<file path="src/fcpl_consts.svh">
// Constants of the flash command protection and lock block
`ifndef FCPL_CONSTS_SVH
`define FCPL_CONSTS_SVH
// ==========================================================
// Register byte offsets
`define FCPL_OFS_PE_PROTECT 8'h00
`define FCPL_OFS_MODE_ENTRY 8'h04
`define FCPL_OFS_BLOCK_PROTECT 8'h08
`define FCPL_OFS_ACCESS_STATUS 8'h0C
`define FCPL_OFS_IRQ_ENABLE 8'h10
`define FCPL_OFS_SEQ_STATUS 8'h14
`define FCPL_OFS_CMD_AREA 8'h18
`define FCPL_OFS_START_ADDR 8'h1C
`define FCPL_OFS_END_ADDR 8'h20
`define FCPL_OFS_BLANK_DIR 8'h24
`define FCPL_OFS_LOCK_STATUS 8'h28
// ==========================================================
// Field positions
`define FCPL_SS_PSUSP 10
`define FCPL_SS_ESUSP 11
`define FCPL_SS_READY 15
`define FCPL_AS_DFA 3
`define FCPL_AS_CFA 4
`define FCPL_AS_COMMAND_LOCK_FLAG 7
`define FCPL_IE_LOCK 7
`define FCPL_BLK_LSB 16
// ==========================================================
// Error flag indices
`define FCPL_NFLAGS 10
`define FCPL_F_ILL 0
`define FCPL_F_ERS 1
`define FCPL_F_PRG 2
`define FCPL_F_CTL 3
`define FCPL_F_WEE 4
`define FCPL_F_CFG 5
`define FCPL_F_TBL 6
`define FCPL_F_RAM 7
`define FCPL_F_CFA 8
`define FCPL_F_DFA 9
`define FCPL_CLR_STATUS_MASK 10'h007
`define FCPL_CLR_ALL_MASK 10'h0FF
`define FCPL_LOCK_MASK 10'h39F
// ==========================================================
// Values and command codes
`define FCPL_KEY_ENABLE 2'h1
`define FCPL_MODE_READ 16'h0000
`define FCPL_MODE_CODE 16'h0001
`define FCPL_MODE_DATA 16'h0080
`define FCPL_MODE_BAD 16'hAA81
`define FCPL_C_PROGRAM 8'hE8
`define FCPL_C_ERASE 8'h20
`define FCPL_C_LOCKPROG 8'h77
`define FCPL_C_BLANK 8'h71
`define FCPL_C_CONFIG 8'h40
`define FCPL_C_SUSPEND 8'hB0
`define FCPL_C_RESUME 8'hD0
`define FCPL_C_STATCLR 8'h50
`define FCPL_C_FSTOP 8'hB3
`define FCPL_C_FINAL 8'hD0
`define FCPL_N_MAX 8'h40
`define FCPL_CODE_LIMIT 24'h100000
`define FCPL_DATA_LIMIT 24'h010000
`define FCPL_CFG_A0 24'h000040
`define FCPL_CFG_A1 24'h000050
`define FCPL_CFG_A2 24'h000060
`define FCPL_LOCK_RESET 16'hFFFF
`define FCPL_RESP_OKAY 2'h0
`define FCPL_RESP_SLVERR 2'h2
`endif

</file>
<file path="src/fcpl_pkg.sv">
// Types of the flash command protection and lock block
package fcpl_pkg;
	// ==========================================================
	// Sequencer states
	typedef enum logic [4:0] {
		ST_IDLE = 5'h01,
		ST_WAIT_N = 5'h02,
		ST_WAIT_FINAL = 5'h04,
		ST_BUSY = 5'h08,
		ST_SUSP = 5'h10
	} fcpl_state_t;
	// Operation kinds handed to the array
	typedef enum logic [2:0] {
		OP_NONE = 3'h0,
		OP_PROGRAM = 3'h1,
		OP_ERASE = 3'h2,
		OP_LOCKPROG = 3'h3,
		OP_BLANK = 3'h4,
		OP_CONFIG = 3'h5
	} fcpl_op_t;
endpackage

</file>
<file path="src/fcpl_flag_if.sv">
// Interface between command control and the sticky error flag store
`timescale 1ns/10ps
`include "fcpl_consts.svh"
interface fcpl_flag_if;
	logic [`FCPL_NFLAGS-1:0] set_vec;
	logic clr_status;
	logic clr_all;
	logic [1:0] clr_access;
	logic [`FCPL_NFLAGS-1:0] flags;
	logic command_lock_flag;
	modport ctrl (output set_vec, clr_status, clr_all, clr_access, input flags, command_lock_flag);
	modport store (input set_vec, clr_status, clr_all, clr_access, output flags, command_lock_flag);
endinterface

</file>
<file path="src/fcpl_err_flags.sv">
// Sticky error flags and the derived command-lock flag
`timescale 1ns/10ps
`include "fcpl_consts.svh"
module fcpl_err_flags
	import fcpl_pkg::*;
(
	input wire logic aclk, // Flash clock
	input wire logic aresetn, // Synchronous reset, active low
	input wire logic ce, // Clock enable
	fcpl_flag_if.store fi // Flag set and clear
);
	logic [`FCPL_NFLAGS-1:0] flags_ff;
	logic [`FCPL_NFLAGS-1:0] clr_mask;

	// ==========================================================
	// Clear sources; forced stop leaves the access violations alone
	always_comb begin
		clr_mask = {fi.clr_access, 8'h00};
		if (fi.clr_status) begin
			clr_mask = clr_mask | `FCPL_CLR_STATUS_MASK;
		end
		if (fi.clr_all) begin
			clr_mask = clr_mask | `FCPL_CLR_ALL_MASK;
		end
	end

	// Set beats clear so an event in the clear cycle survives
	always_ff @(posedge aclk) begin
		if (!aresetn) begin
			flags_ff <= 10'h000;
		end else if (ce) begin
			flags_ff <= (flags_ff & ~clr_mask) | fi.set_vec;
		end
	end

	assign fi.flags = flags_ff;
	assign fi.command_lock_flag = |(flags_ff & `FCPL_LOCK_MASK);
endmodule

</file>
<file path="src/fcpl_top.sv">
// Flash command protection, error detection and command lock with AXI4-Lite registers
//
// Chosen here: the AXI4-Lite register port and the register addresses.
`timescale 1ns/10ps
`include "fcpl_consts.svh"
module fcpl_top
	import fcpl_pkg::*;
(
	input wire logic aclk, // Flash clock
	input wire logic aresetn, // Synchronous reset, active low
	input wire logic ce, // Clock enable
	input wire logic [7:0] s_axi_awaddr, // Write address
	input wire logic s_axi_awvalid, // Write address valid
	output logic s_axi_awready, // Write address ready
	input wire logic [31:0] s_axi_wdata, // Write data
	input wire logic [3:0] s_axi_wstrb, // Write strobes
	input wire logic s_axi_wvalid, // Write data valid
	output logic s_axi_wready, // Write data ready
	output logic [1:0] s_axi_bresp, // Write response
	output logic s_axi_bvalid, // Write response valid
	input wire logic s_axi_bready, // Write response ready
	input wire logic [7:0] s_axi_araddr, // Read address
	input wire logic s_axi_arvalid, // Read address valid
	output logic s_axi_arready, // Read address ready
	output logic [31:0] s_axi_rdata, // Read data
	output logic [1:0] s_axi_rresp, // Read response
	output logic s_axi_rvalid, // Read data valid
	input wire logic s_axi_rready, // Read data ready
	input wire logic op_done, // Array finished or reached suspend
	input wire logic ev_erase_fail, // Erase failure pulse
	input wire logic ev_program_fail, // Program failure pulse
	input wire logic ev_ctrl_error, // Controller processing error
	input wire logic ev_ram_ecc, // Firmware RAM double-bit error
	input wire logic ev_cfg_ecc, // Configuration value double-bit error
	input wire logic ev_tbl_ecc, // Parameter table double-bit error
	output logic pe_start, // Start operation pulse
	output logic [2:0] pe_op, // Operation kind
	output logic [23:0] pe_addr, // Operation start address
	output logic pe_suspend, // Suspend request pulse
	output logic pe_resume, // Resume request pulse
	output logic pe_abort, // Forced stop pulse
	output logic flash_access_error_irq // Access error interrupt
);
	// ==========================================================
	// Declarations
	fcpl_flag_if fi ();
	fcpl_state_t state_ff, nxt_state;
	fcpl_op_t op_ff, nxt_op;
	logic aw_hold_ff, w_hold_ff, bvalid_ff, rvalid_ff;
	logic [7:0] awaddr_ff;
	logic [31:0] wdata_ff, rdata_ff, rd_mux, merged;
	logic [3:0] wstrb_ff;
	logic [1:0] bresp_ff, rresp_ff;
	logic [1:0] write_enable_key_ff;
	logic [15:0] mode_entry_ff, mode_snap_ff, lock_bits_ff;
	logic lock_override_ff, lock_irq_enable_ff, blank_dir_ff;
	logic [23:0] start_addr_ff, end_addr_ff;
	logic susp_pend_ff, erase_suspended_flag_ff, program_suspended_flag_ff, irq_ff;
	logic pe_start_ff, pe_suspend_ff, pe_resume_ff, pe_abort_ff;
	logic [2:0] pe_op_ff;
	logic [23:0] pe_addr_ff;
	logic wr_fire, ar_fire, cmd_wr, cmd_rd, mode_wr, ready, code_mode, data_mode;
	logic do_start, do_suspend, do_resume, do_fstop, do_clr_status, op_finish;
	logic [7:0] cmd_byte;
	logic [`FCPL_NFLAGS-1:0] set_vec;

	// Merge write data into a register by byte strobes
	function automatic logic [31:0] wmask(input logic [31:0] old, input logic [31:0] nw,
		input logic [3:0] strb);
		logic [31:0] res;
		res = old;
		for (int i = 0; i < 4; i++) begin
			if (strb[i]) begin
				res[i*8 +: 8] = nw[i*8 +: 8];
			end
		end
		return res;
	endfunction

	// Offsets with a register behind them
	function automatic logic addr_mapped(input logic [7:0] a);
		return (a == `FCPL_OFS_PE_PROTECT) || (a == `FCPL_OFS_MODE_ENTRY) ||
			(a == `FCPL_OFS_BLOCK_PROTECT) || (a == `FCPL_OFS_ACCESS_STATUS) ||
			(a == `FCPL_OFS_IRQ_ENABLE) || (a == `FCPL_OFS_SEQ_STATUS) ||
			(a == `FCPL_OFS_CMD_AREA) || (a == `FCPL_OFS_START_ADDR) ||
			(a == `FCPL_OFS_END_ADDR) || (a == `FCPL_OFS_BLANK_DIR) ||
			(a == `FCPL_OFS_LOCK_STATUS);
	endfunction

	// ==========================================================
	// AXI4-Lite write channel; address and data taken in either order
	assign s_axi_awready = ce && !aw_hold_ff && !bvalid_ff;
	assign s_axi_wready = ce && !w_hold_ff && !bvalid_ff;
	assign wr_fire = aw_hold_ff && w_hold_ff && !bvalid_ff;
	assign merged = wmask(wdata_ff & 32'h0, wdata_ff, wstrb_ff);
	always_ff @(posedge aclk) begin
		if (!aresetn) begin
			aw_hold_ff <= 1'b0;
			w_hold_ff <= 1'b0;
			bvalid_ff <= 1'b0;
			bresp_ff <= `FCPL_RESP_OKAY;
			awaddr_ff <= 8'h00;
			wdata_ff <= 32'h0;
			wstrb_ff <= 4'h0;
		end else if (ce) begin
			if (s_axi_awvalid && s_axi_awready) begin
				aw_hold_ff <= 1'b1;
				awaddr_ff <= s_axi_awaddr;
			end
			if (s_axi_wvalid && s_axi_wready) begin
				w_hold_ff <= 1'b1;
				wdata_ff <= s_axi_wdata;
				wstrb_ff <= s_axi_wstrb;
			end
			if (wr_fire) begin
				aw_hold_ff <= 1'b0;
				w_hold_ff <= 1'b0;
				bvalid_ff <= 1'b1;
				bresp_ff <= addr_mapped(awaddr_ff) ? `FCPL_RESP_OKAY : `FCPL_RESP_SLVERR;
			end else if (s_axi_bready) begin
				bvalid_ff <= 1'b0;
			end
		end
	end
	assign s_axi_bvalid = bvalid_ff;
	assign s_axi_bresp = bresp_ff;

	// ==========================================================
	// AXI4-Lite read channel; one read outstanding
	assign s_axi_arready = ce && !rvalid_ff;
	assign ar_fire = s_axi_arvalid && s_axi_arready;
	always_comb begin
		rd_mux = 32'h0;
		case (s_axi_araddr)
			`FCPL_OFS_PE_PROTECT: rd_mux = {30'h0, write_enable_key_ff};
			`FCPL_OFS_MODE_ENTRY: rd_mux = {16'h0, mode_entry_ff};
			`FCPL_OFS_BLOCK_PROTECT: rd_mux = {31'h0, lock_override_ff};
			`FCPL_OFS_ACCESS_STATUS: rd_mux = (32'(fi.command_lock_flag) << `FCPL_AS_COMMAND_LOCK_FLAG) |
				(32'(fi.flags[`FCPL_F_CFA]) << `FCPL_AS_CFA) |
				(32'(fi.flags[`FCPL_F_DFA]) << `FCPL_AS_DFA);
			`FCPL_OFS_IRQ_ENABLE: rd_mux = 32'(lock_irq_enable_ff) << `FCPL_IE_LOCK;
			`FCPL_OFS_SEQ_STATUS: rd_mux = {24'h0, fi.flags[7:0]} |
				(32'(ready) << `FCPL_SS_READY) |
				(32'(erase_suspended_flag_ff) << `FCPL_SS_ESUSP) |
				(32'(program_suspended_flag_ff) << `FCPL_SS_PSUSP);
			`FCPL_OFS_START_ADDR: rd_mux = {8'h0, start_addr_ff};
			`FCPL_OFS_END_ADDR: rd_mux = {8'h0, end_addr_ff};
			`FCPL_OFS_BLANK_DIR: rd_mux = {31'h0, blank_dir_ff};
			`FCPL_OFS_LOCK_STATUS: rd_mux = {16'h0, lock_bits_ff};
			default: rd_mux = 32'h0; // Command area and holes read as zero
		endcase
	end
	always_ff @(posedge aclk) begin
		if (!aresetn) begin
			rvalid_ff <= 1'b0;
			rdata_ff <= 32'h0;
			rresp_ff <= `FCPL_RESP_OKAY;
		end else if (ce) begin
			if (ar_fire) begin
				rvalid_ff <= 1'b1;
				rdata_ff <= rd_mux;
				rresp_ff <= addr_mapped(s_axi_araddr) ? `FCPL_RESP_OKAY : `FCPL_RESP_SLVERR;
			end else if (s_axi_rready) begin
				rvalid_ff <= 1'b0;
			end
		end
	end
	assign s_axi_rvalid = rvalid_ff;
	assign s_axi_rdata = rdata_ff;
	assign s_axi_rresp = rresp_ff;

	// ==========================================================
	// Software registers
	assign cmd_wr = wr_fire && (awaddr_ff == `FCPL_OFS_CMD_AREA);
	assign cmd_rd = ar_fire && (s_axi_araddr == `FCPL_OFS_CMD_AREA);
	assign mode_wr = wr_fire && (awaddr_ff == `FCPL_OFS_MODE_ENTRY);
	assign cmd_byte = wdata_ff[7:0];
	assign code_mode = (mode_entry_ff == `FCPL_MODE_CODE);
	assign data_mode = (mode_entry_ff == `FCPL_MODE_DATA);
	assign ready = (state_ff != ST_BUSY);
	always_ff @(posedge aclk) begin
		if (!aresetn) begin
			write_enable_key_ff <= 2'h0;
			mode_entry_ff <= `FCPL_MODE_READ;
			lock_override_ff <= 1'b0;
			lock_irq_enable_ff <= 1'b0;
			start_addr_ff <= 24'h0;
			end_addr_ff <= 24'h0;
			blank_dir_ff <= 1'b0;
		end else if (ce && wr_fire) begin
			case (awaddr_ff)
				`FCPL_OFS_PE_PROTECT: write_enable_key_ff <= merged[1:0] | write_enable_key_ff &
					{2{!wstrb_ff[0]}};
				`FCPL_OFS_MODE_ENTRY: begin
					// The bad pattern is refused and only flags an error
					if (wmask({16'h0, mode_entry_ff}, wdata_ff, wstrb_ff) !=
						{16'h0, `FCPL_MODE_BAD}) begin
						mode_entry_ff <= 16'(wmask({16'h0, mode_entry_ff}, wdata_ff, wstrb_ff));
					end
				end
				`FCPL_OFS_BLOCK_PROTECT: if (wstrb_ff[0]) lock_override_ff <= wdata_ff[0];
				`FCPL_OFS_IRQ_ENABLE: if (wstrb_ff[0]) lock_irq_enable_ff <=
					wdata_ff[`FCPL_IE_LOCK];
				`FCPL_OFS_START_ADDR: start_addr_ff <= 24'(wmask({8'h0, start_addr_ff}, wdata_ff,
					wstrb_ff));
				`FCPL_OFS_END_ADDR: end_addr_ff <= 24'(wmask({8'h0, end_addr_ff}, wdata_ff,
					wstrb_ff));
				`FCPL_OFS_BLANK_DIR: if (wstrb_ff[0]) blank_dir_ff <= wdata_ff[0];
				default: begin
				end
			endcase
		end
	end

	// ==========================================================
	// Command decode, protection checks and error events
	always_comb begin
		set_vec = 10'h000;
		nxt_state = state_ff;
		nxt_op = op_ff;
		do_start = 1'b0;
		do_suspend = 1'b0;
		do_resume = 1'b0;
		do_fstop = 1'b0;
		do_clr_status = 1'b0;
		op_finish = 1'b0;
		set_vec[`FCPL_F_ERS] = ev_erase_fail;
		set_vec[`FCPL_F_PRG] = ev_program_fail;
		set_vec[`FCPL_F_CTL] = ev_ctrl_error;
		set_vec[`FCPL_F_RAM] = ev_ram_ecc;
		set_vec[`FCPL_F_CFG] = ev_cfg_ecc;
		set_vec[`FCPL_F_TBL] = ev_tbl_ecc;
		if (cmd_rd || (mode_wr && wmask({16'h0, mode_entry_ff}, wdata_ff, wstrb_ff) ==
			{16'h0, `FCPL_MODE_BAD})) begin
			set_vec[`FCPL_F_ILL] = 1'b1;
		end
		// Array completion; a lock taken meanwhile cancels the suspend
		if (state_ff == ST_BUSY && op_done) begin
			op_finish = !(susp_pend_ff && !fi.command_lock_flag);
			nxt_state = op_finish ? ST_IDLE : ST_SUSP;
		end
		if (cmd_wr) begin
			if (mode_entry_ff == `FCPL_MODE_READ) begin
				set_vec[`FCPL_F_ILL] = 1'b1;
			end else if (cmd_byte == `FCPL_C_FSTOP) begin
				do_fstop = 1'b1;
				nxt_state = ST_IDLE;
				nxt_op = OP_NONE;
			end else if (fi.command_lock_flag) begin
				if (cmd_byte == `FCPL_C_STATCLR && ready && !fi.flags[`FCPL_F_CFA] &&
					!fi.flags[`FCPL_F_DFA]) begin
					do_clr_status = 1'b1;
					if (state_ff != ST_BUSY && state_ff != ST_SUSP) nxt_state = ST_IDLE;
				end else begin
					set_vec[`FCPL_F_ILL] = 1'b1;
				end
			end else begin
				case (state_ff)
					ST_IDLE: begin
						case (cmd_byte)
							`FCPL_C_PROGRAM: begin
								nxt_op = OP_PROGRAM;
								nxt_state = ST_WAIT_N;
							end
							`FCPL_C_CONFIG: begin
								nxt_op = OP_CONFIG;
								nxt_state = ST_WAIT_N;
							end
							`FCPL_C_ERASE: begin
								nxt_op = OP_ERASE;
								nxt_state = ST_WAIT_FINAL;
							end
							`FCPL_C_LOCKPROG: begin
								nxt_op = OP_LOCKPROG;
								nxt_state = ST_WAIT_FINAL;
							end
							`FCPL_C_BLANK: begin
								nxt_op = OP_BLANK;
								nxt_state = ST_WAIT_FINAL;
							end
							`FCPL_C_STATCLR: do_clr_status = 1'b1;
							default: set_vec[`FCPL_F_ILL] = 1'b1;
						endcase
					end
					ST_WAIT_N: begin
						if (cmd_byte == 8'h00 || cmd_byte > `FCPL_N_MAX) begin
							set_vec[`FCPL_F_ILL] = 1'b1;
							nxt_state = ST_IDLE;
						end else begin
							nxt_state = ST_WAIT_FINAL;
						end
					end
					ST_WAIT_FINAL: begin
						nxt_state = ST_IDLE;
						if (cmd_byte != `FCPL_C_FINAL) begin
							set_vec[`FCPL_F_ILL] = 1'b1;
						end else if ((op_ff == OP_BLANK && !data_mode) ||
							((op_ff == OP_LOCKPROG || op_ff == OP_CONFIG) && !code_mode)) begin
							set_vec[`FCPL_F_ILL] = 1'b1;
						end else if (code_mode && op_ff != OP_CONFIG &&
							start_addr_ff >= `FCPL_CODE_LIMIT) begin
							set_vec[`FCPL_F_ILL] = 1'b1;
							set_vec[`FCPL_F_CFA] = 1'b1;
						end else if ((data_mode && start_addr_ff >= `FCPL_DATA_LIMIT) ||
							(op_ff == OP_CONFIG && start_addr_ff != `FCPL_CFG_A0 &&
							start_addr_ff != `FCPL_CFG_A1 && start_addr_ff != `FCPL_CFG_A2))
							begin
							set_vec[`FCPL_F_ILL] = 1'b1;
							set_vec[`FCPL_F_DFA] = 1'b1;
						end else if (op_ff == OP_BLANK && (blank_dir_ff ?
							(start_addr_ff < end_addr_ff) : (start_addr_ff > end_addr_ff)))
							begin
							set_vec[`FCPL_F_ILL] = 1'b1;
						end else if (op_ff != OP_BLANK &&
							write_enable_key_ff != `FCPL_KEY_ENABLE) begin
							set_vec[`FCPL_F_WEE] = 1'b1;
						end else if (code_mode && !lock_override_ff &&
							!lock_bits_ff[start_addr_ff[`FCPL_BLK_LSB +: 4]] &&
							(op_ff == OP_PROGRAM || op_ff == OP_ERASE ||
							op_ff == OP_LOCKPROG)) begin
							set_vec[`FCPL_F_ERS] = (op_ff == OP_ERASE);
							set_vec[`FCPL_F_PRG] = (op_ff != OP_ERASE);
						end else begin
							do_start = 1'b1;
							nxt_state = ST_BUSY;
						end
					end
					ST_BUSY: begin
						if (cmd_byte == `FCPL_C_SUSPEND && !susp_pend_ff) begin
							do_suspend = 1'b1;
						end else begin
							set_vec[`FCPL_F_ILL] = 1'b1;
						end
					end
					ST_SUSP: begin
						if (cmd_byte == `FCPL_C_RESUME && mode_entry_ff == mode_snap_ff) begin
							do_resume = 1'b1;
							nxt_state = ST_BUSY;
						end else if (cmd_byte == `FCPL_C_STATCLR) begin
							do_clr_status = 1'b1;
						end else begin
							set_vec[`FCPL_F_ILL] = 1'b1;
						end
					end
					default: begin
						set_vec[`FCPL_F_ILL] = 1'b1;
						nxt_state = ST_IDLE;
					end
				endcase
			end
		end
	end

	// Flag store hookup; violation flags clear by writing zero
	assign fi.set_vec = set_vec;
	assign fi.clr_status = do_clr_status;
	assign fi.clr_all = do_fstop;
	assign fi.clr_access = (wr_fire && awaddr_ff == `FCPL_OFS_ACCESS_STATUS && wstrb_ff[0]) ?
		{!wdata_ff[`FCPL_AS_DFA], !wdata_ff[`FCPL_AS_CFA]} : 2'h0;
	fcpl_err_flags u_flags (
		.aclk(aclk),
		.aresetn(aresetn),
		.ce(ce),
		.fi(fi)
	);

	// ==========================================================
	// Sequencer state, suspend bookkeeping and stored lock bits
	always_ff @(posedge aclk) begin
		if (!aresetn) begin
			state_ff <= ST_IDLE;
			op_ff <= OP_NONE;
			susp_pend_ff <= 1'b0;
			mode_snap_ff <= `FCPL_MODE_READ;
			erase_suspended_flag_ff <= 1'b0;
			program_suspended_flag_ff <= 1'b0;
			lock_bits_ff <= `FCPL_LOCK_RESET;
		end else if (ce) begin
			state_ff <= nxt_state;
			op_ff <= nxt_op;
			if (do_fstop || do_resume || op_finish) begin
				susp_pend_ff <= 1'b0;
			end else if (do_suspend) begin
				susp_pend_ff <= 1'b1;
				mode_snap_ff <= mode_entry_ff;
			end
			// Forced stop drops the suspended work for good
			if (do_fstop || do_resume) begin
				erase_suspended_flag_ff <= 1'b0;
				program_suspended_flag_ff <= 1'b0;
			end else if (state_ff == ST_BUSY && nxt_state == ST_SUSP) begin
				erase_suspended_flag_ff <= (op_ff == OP_ERASE);
				program_suspended_flag_ff <= (op_ff != OP_ERASE);
			end
			if (op_finish && op_ff == OP_ERASE) begin
				lock_bits_ff[start_addr_ff[`FCPL_BLK_LSB +: 4]] <= 1'b1;
			end else if (op_finish && op_ff == OP_LOCKPROG) begin
				lock_bits_ff[start_addr_ff[`FCPL_BLK_LSB +: 4]] <= 1'b0;
			end
		end
	end

	// ==========================================================
	// Array control pulses and the interrupt level
	always_ff @(posedge aclk) begin
		if (!aresetn) begin
			pe_start_ff <= 1'b0;
			pe_suspend_ff <= 1'b0;
			pe_resume_ff <= 1'b0;
			pe_abort_ff <= 1'b0;
			pe_op_ff <= OP_NONE;
			pe_addr_ff <= 24'h0;
			irq_ff <= 1'b0;
		end else if (ce) begin
			pe_start_ff <= do_start;
			pe_suspend_ff <= do_suspend;
			pe_resume_ff <= do_resume;
			pe_abort_ff <= do_fstop;
			if (do_start) begin
				pe_op_ff <= op_ff;
				pe_addr_ff <= start_addr_ff;
			end
			irq_ff <= fi.command_lock_flag && lock_irq_enable_ff;
		end
	end
	assign pe_start = pe_start_ff;
	assign pe_op = pe_op_ff;
	assign pe_addr = pe_addr_ff;
	assign pe_suspend = pe_suspend_ff;
	assign pe_resume = pe_resume_ff;
	assign pe_abort = pe_abort_ff;
	assign flash_access_error_irq = irq_ff;
endmodule

</file>
<file path="config.mk">
export PLATFORM = sky130hd
export DESIGN_NAME = fcpl_top
export DESIGN_NICKNAME = d
export VERILOG_FILES = /design/src/fcpl_pkg.sv /design/src/fcpl_flag_if.sv /design/src/fcpl_err_flags.sv /design/src/fcpl_top.sv
export VERILOG_INCLUDE_DIRS = /design/src
export SDC_FILE = /design/constraint.sdc
export NUM_CORES = 1
export LEC_CHECK = 0
export ABC_AREA = 1
export BUFFER_PORTS_ARGS = -buffer_cell sky130_fd_sc_hd__clkbuf_2
export CORE_ASPECT_RATIO = 0.7
export CORE_MARGIN = 5
export CORE_UTILIZATION = 42
export CTS_BUF_LIST = sky130_fd_sc_hd__clkbuf_8
export CTS_CLUSTER_DIAMETER = 60
export DETAILED_ROUTE_END_ITERATION = 10
export PLACE_DENSITY = 0.62
export SLEW_MARGIN = 20
export SYNTH_ARGS = -nofsm -noshare
export SYNTH_HDL_FRONTEND = slang
export SYNTH_HIERARCHICAL = 1
export SYNTH_SLANG_ARGS = --single-unit
export TNS_END_PERCENT = 100
</file>
<file path="constraint.sdc">
create_clock -name aclk -period 1.9 [get_ports aclk]
set_clock_uncertainty 0.05 [all_clocks]
set_input_delay 0 -clock aclk [delete_from_list [all_inputs] [get_ports aclk]]
set_output_delay 0 -clock aclk [all_outputs]
set_load 0.01 [all_outputs]
</file>
Word level (Yosys, flattened, before mapping)
Index checks and enable logic that the tools add are counted.
Widths: inputs -> output; s select.

word-level totals
  register bits after elaboration = 238
  bits of input ports = 67
  output and inout port bits = 73
  logic and storage cells = 395

operators by class
  order comparisons = 7
  eq/ne operators = 56
  multiplexer cells = 151
  bitwise operators = 15
  reduce and logical (&&, ||, !) cells = 130

operator list
  cell                  count
  $pmux 24 s10          1
  $mux 8                17
  $mux 1                80
  $ne 24x7->1 const B   3
  $eq 8x5->1 const B    8
  $eq 8x6->1 const B    7
  $mux 5                9
  $logic_and 1x1->1     43
  $mux 2                21
  $reduce_and 3->1      11
  $eq 32x16->1 const B  1
  $eq 8x4->1 const B    4
  $eq 8x7->1 const B    4
  $eq 8x8->1 const B    4
  $mux 16               2
  $ne 32x16->1 const B  1
  $logic_or 1x1->1      29
  $mux 4                7
  $reduce_and 2->1      13
  $pmux 5 s5            1
  $ge 24x17->1 const B  1
  $ge 24x21->1 const B  1
  $gt 24x24->1          1
  $logic_not 8->1       3
  52 further kinds      87

Depth between registers and ports, before layout
  word-level depth = 21
  gate-level depth with buffers = 19
  depth with buffers taken out = 19

Cells and area by module
The synthesis kept the hierarchy.

modules (own cells, without submodules)
  module          times used  cells each  area each (µm²)  seq. area each (µm²)
  fcpl_top        1           1637        11036.8          4364.2
  fcpl_err_flags  1           51          380.4            200.2

Least setup slack after synthesis
OpenSTA, ideal clock, no wires.

  path type = register to register
  from = reg start_addr_ff[17]
  to = reg pe_addr_ff[18] (netlist: pe_addr[18])
  library setup time = 0.113 ns
  arrival = 1.824 ns
  data required time = 1.737 ns
  slack = -0.086 ns
  stages on the path, launching flop included = 14
  buffers on the path = 1
  clock period less this slack = 1.986 ns
  cells stage by stage = dfxtp_1 -> ha_1 -> a21o_1 -> nand3_1 -> a21oi_1 -> nor2_1 -> nand3_1 -> nand2_1 -> nand2_1 -> nand2_1 -> nand4_4 -> buf_2 -> nor2_1 -> nor2_1

between the ends
  longest elaborated chain between the ends = 18
  elaborated cells between the ends (all ways) = 33
  those cells by class = order compare: 4; eq/ne: 3; mux: 15; reduce/logical: 11

ends and longest elaborated chain
  item                                                  RTL line         text
  start, declared                                       fcpl_top.sv:57   logic [23:0] start_addr_ff, end_addr_ff;
  start signal, assigned                                fcpl_top.sv:204  `FCPL_OFS_START_ADDR: start_addr_ff <= 24'(wmask({8'h0, start_addr_ff}, wdata_ff,
  branches (longest 9 deep; another with $gt 24x24->1)  --
  $mux 1 (*)                                            fcpl_top.sv:300  end else if (code_mode && op_ff != OP_CONFIG &&
  $mux 1 (*)                                            fcpl_top.sv:297  end else if ((op_ff == OP_BLANK && !data_mode) ||
  $mux 1 (*)                                            fcpl_top.sv:295  if (cmd_byte != `FCPL_C_FINAL) begin
  $mux 1 (*)                                            fcpl_top.sv:258  case (state_ff)
  $mux 1 (*)                                            fcpl_top.sv:249  end else if (fi.command_lock_flag) begin
  $mux 1 (*)                                            fcpl_top.sv:245  end else if (cmd_byte == `FCPL_C_FSTOP) begin
  $mux 1 (*)                                            fcpl_top.sv:243  if (mode_entry_ff == `FCPL_MODE_READ) begin
  $mux 1 (*)                                            fcpl_top.sv:242  if (cmd_wr) begin
  $reduce_and 2->1 (no line) (*)                        --
  end signal, assigned                                  fcpl_top.sv:421  pe_addr_ff <= start_addr_ff;
  end, declared                                         fcpl_top.sv:61   logic [23:0] pe_addr_ff;

Mark *: on every way between the ends. The select of a mux whose other input is x is not followed.
A chain may end at the register's enable or synchronous reset.

Final worst setup path
  from = reg mode_entry_ff[11]
  to = reg pe_addr_ff[16] (netlist: pe_addr[16])

between the ends
  longest elaborated chain between the ends = 17
  elaborated cells between the ends (all ways) = 28
  those cells by class = eq/ne: 2; mux: 12; reduce/logical: 14

ends and longest elaborated chain
  item                            RTL line         text
  start, declared                 fcpl_top.sv:55   logic [15:0] mode_entry_ff, mode_snap_ff, lock_bits_ff;
  start signal, assigned          fcpl_top.sv:184  mode_entry_ff <= `FCPL_MODE_READ;
  start signal, assigned          fcpl_top.sv:198  mode_entry_ff <= 16'(wmask({16'h0, mode_entry_ff}, wdata_ff, wstrb_ff));
  $eq 16x1->1 (no line)           --
  $logic_and 1x1->1 (3 in a row)  fcpl_top.sv:317  end else if (code_mode && !lock_override_ff &&
  $mux 1                          fcpl_top.sv:317
  $mux 1                          fcpl_top.sv:314  end else if (op_ff != OP_BLANK &&
  $mux 1                          fcpl_top.sv:310  end else if (op_ff == OP_BLANK && (blank_dir_ff ?
  $mux 1                          fcpl_top.sv:304  end else if ((data_mode && start_addr_ff >= `FCPL_DATA_LIMIT) ||
  $mux 1                          fcpl_top.sv:300
  $mux 1                          fcpl_top.sv:297
  $mux 1                          fcpl_top.sv:295
  $mux 1                          fcpl_top.sv:258
  $mux 1                          fcpl_top.sv:249
  $mux 1                          fcpl_top.sv:245
  $mux 1 (*)                      fcpl_top.sv:243
  $mux 1 (*)                      fcpl_top.sv:242
  $reduce_and 2->1 (no line) (*)  --

Every way passes the cells marked *; elsewhere a longest branch is shown, timed or not.

==> impl_results.md <==
* Final wirelength at 46.33 mm
* Worst-Margin Slew at 0.6354 ns
* Register area share after synthesis at 39.98%
* Combinational share of power at 12.1%
* Root buffer cell: clkbuf_8
* Number of nets in the layout at 2327
* Area grow syn2layout at 57.88%
* Max Slew Vio Count at 0
* RSZ-0062 raised after global routing: true
* Hold Path Class: input port to flip-flop
* Critical path launch point type: flip-flop
* Antenna-violating nets left at 0
* CTS buffer count at 40
* Largest net degree at the start of global routing at 76
* Minimum clock period at 2.288 ns
* Full die area at 0.03063 mm^2
* CTS H-tree depth at 2
* FP Rows at 50
* Run status: finished, violations left
* EDFF count, synth at 0
* Seq pwr share at 45.8%
* GPL Wtd Cong at 0.9764
* Pre-antenna DRT Iters at 6
* Hold Slack at 0.06829 ns
* CTS tree: done
* Slew headroom at 57.19%
* WL met3 at 4.528 mm
* WL met1 at 21.63 mm
* CTS Sinks at 228
* Arr. time, crit path at 2.73 ns
* Width of the die at 207.1 um
* Library cells used by synthesis at 46
* Yosys warnings at 6
* Detailed-route via count at 13650
* Internal power at 7.884 mW
* Area of the multi-input gates at 0.006873 mm^2
* Net switching power at 2.897 mW
* Initial antenna violation count at 1
* # diodes at 0
* Top routing layer used: met4
* Syn Area/Cell at 6.764 um^2
* Vias in the first global route at 12280
* Initial DRC Count at 1351
* Layout cells sized above 1 at 39.70%
* First-pass GRT wire length at 67.40 mm
* Clock transition at the registers of the reported paths at 0.06 ns
* CP Max Fanout at 24
* Cell area after synthesis at 0.01142 mm^2
* Final setup viols at 82
* Final hold vios at 0
* DP HPWL at 32.46 mm
* Setup TNS at -18.82 ns
* Most used flip-flop cell after synthesis: dfxtp_1
* Net Sw Frac at 26.87%
* Wire per inst at 17.68 um
* Area of the core at 0.02678 mm^2
* Setup ws final at -0.3880 ns
* Leak Pwr at 8.223 nW
* FF+latch area at 0.004628 mm^2
* Clk network pwr share at 42.1%
* DRC at 0
* Commonest cells after routing, fill and taps aside: buf_4, nand2_1, nor2_1, dfxtp_1, inv_1
* Initial core utilization at 42.64%
* Met2 WL post-DR at 19.20 mm
* Max_cap viols at 0
* Crit. End Element: flip-flop
* # port buffers at 129
* Max Freq at 437.1 MHz
* GRT Residual Overflow at 0
* Total Routing Usage GR at 27.12%
* Failing checks: negative setup slack
* Async set-reset flop share out of synthesis at 0%
* Crit Path Class: flip-flop to flip-flop
* Overall Power at 10.78 mW
* Die height at 147.9 um
* Clock buffer depth at 3
* Pwr/cell area at 598.1 mW/mm^2
* WP data required at 2.34 ns
* DR vias/cell at 5.206
* Clock latency at the later pin of the worst-skew pair at 0.57 ns
* Post-route clock period utilization at 120.4%
* IO Count at 140
* Post-Synthesis Cells at 1688
* Synth Register Bits at 228
* Fin util at 67.32%
* Most common cell after layout, fill and taps aside: buf_4
* VDD IR-drop max at 0.0003813 V
* Fill count at 2324
flip-flops by register name, summed over array words and instances, names as in the netlist, 4 cells and up, named ones only:
register,flops
state_ff,5
u_flags/fi.flags,10
s_axi_rdata,24
pe_addr,24
mode_snap_ff,16
wdata_ff,32
wstrb_ff,4
awaddr_ff,8
end_addr_ff,24
mode_entry_ff,16
start_addr_ff,24
logic make-up after synthesis:
group,after synthesis,share of synthesized area [%]
fa+ha+maj,24,2.630
compound gates,419,19.82
simple gates,723,26.94
flops,228,39.98
other cells,1,0.03285
xor+xnor,6,0.4603
buf+inv,287,10.14
cell usage after synthesis (3+ instances only):
master	number	area share [%]
a211oi_1	10	0.66
nand2_1	323	11
nor2_4	4	0.39
nor3_2	3	0.26
or2_2	3	0.16
buf_6	4	0.39
inv_1	197	6.5
a21oi_1	163	7.1
inv_2	11	0.36
nand3_1	88	3.9
clkinv_1	4	0.13
xnor2_1	6	0.46
buf_4	10	0.66
nor2_2	10	0.55
buf_2	10	0.44
o211ai_1	4	0.26
clkbuf_1	51	1.7
ha_1	24	2.6
nand3b_1	3	0.20
o2111ai_1	3	0.23
nor2_1	232	7.6
o21ai_1	11	0.48
a22oi_1	3	0.20
a221oi_1	9	0.69
nor3_1	20	0.88
o22ai_1	17	0.93
nand4_1	23	1.3
and2_1	5	0.27
o221ai_1	6	0.46
o21ai_0	181	7.9
dfxtp_1	228	40
power groups by stage:
stage / Clock [mW] / Sequential [mW] / Combinational (mW)
after floorplan: 0 / 5.04 / 0.507
after global placement: 0 / 5.03 / 1.03
after detailed placement: 0 / 5.04 / 1.03
after CTS: 4.60 / 4.93 / 1.17
after global routing: 4.83 / 4.95 / 1.40
final: 4.54 / 4.94 / 1.30
area by class of cell:
cell class,instances,share of cell area (%)
clock buffers,45,3.436
well taps,364,2.527
inverters,212,4.526
clock inverters,18,0.7635
flip-flops and latches,228,25.68
repair buffers,572,24.95
multi-input cells,1182,38.13
per-stage QoR:
stage               area, um^2  cells  worst slack [ns]
CTS                      16750   2586           -0.2517
global placement         14870   2447           -0.3578
detailed placement       14870   2447           -0.4335
floorplan                11530   1697          -0.02051
finish                   18030   2621           -0.3880
global route             18030   2621           -0.5569
worst max-delay path: stages (launching register included):
cell	delay (ns)
dfxtp_2	0.33
inv_2	0.09
nand4_1	0.22
nor2_4	0.25
nand3b_1	0.16
inv_2	0.09
nor2_2	0.04
nor2_2	0.11
nand3_2	0.10
nor2_4	0.17
nand4_4	0.16
buf_12	0.22
nand2_1	0.06
nand2_1	0.05
nor2_1	0.10
layer usage:
| layer | vias to the layer above | global-route usage [%] |
|---|---|---|
| li1 | 6653 | - |
| met1 | 6274 | 42.00 |
| met2 | 632 | 38.82 |
| met3 | 87 | 5.558 |
| met4 | 0 | 5.352 |
| met5 | - | 0 |
what timing repair did:
item | CTS | global route
pin swaps | 32 | 69
hold buffers | 68 | 0
gates cloned | 0 | 9
endpoints found under the setup margin | 109 | 152
gates resized for setup | 132 | 331
buffers inserted | 10 | 30
endpoints found under the hold margin | 213 | 0
final timing paths:
check                                       to  cells past startpoint  slack, ns              start
worst max-delay path               pe_addr[16]                     14      -0.39  mode_entry_ff[11]
worst min-delay path            s_axi_rresp[1]                      6       0.07    s_axi_araddr[4]
worst max register to register     pe_addr[16]                     14      -0.39  mode_entry_ff[11]
worst min register to register  s_axi_rdata[5]                      2       0.41     s_axi_rdata[5]
No activity file was read; power rests on OpenSTA's default activity.
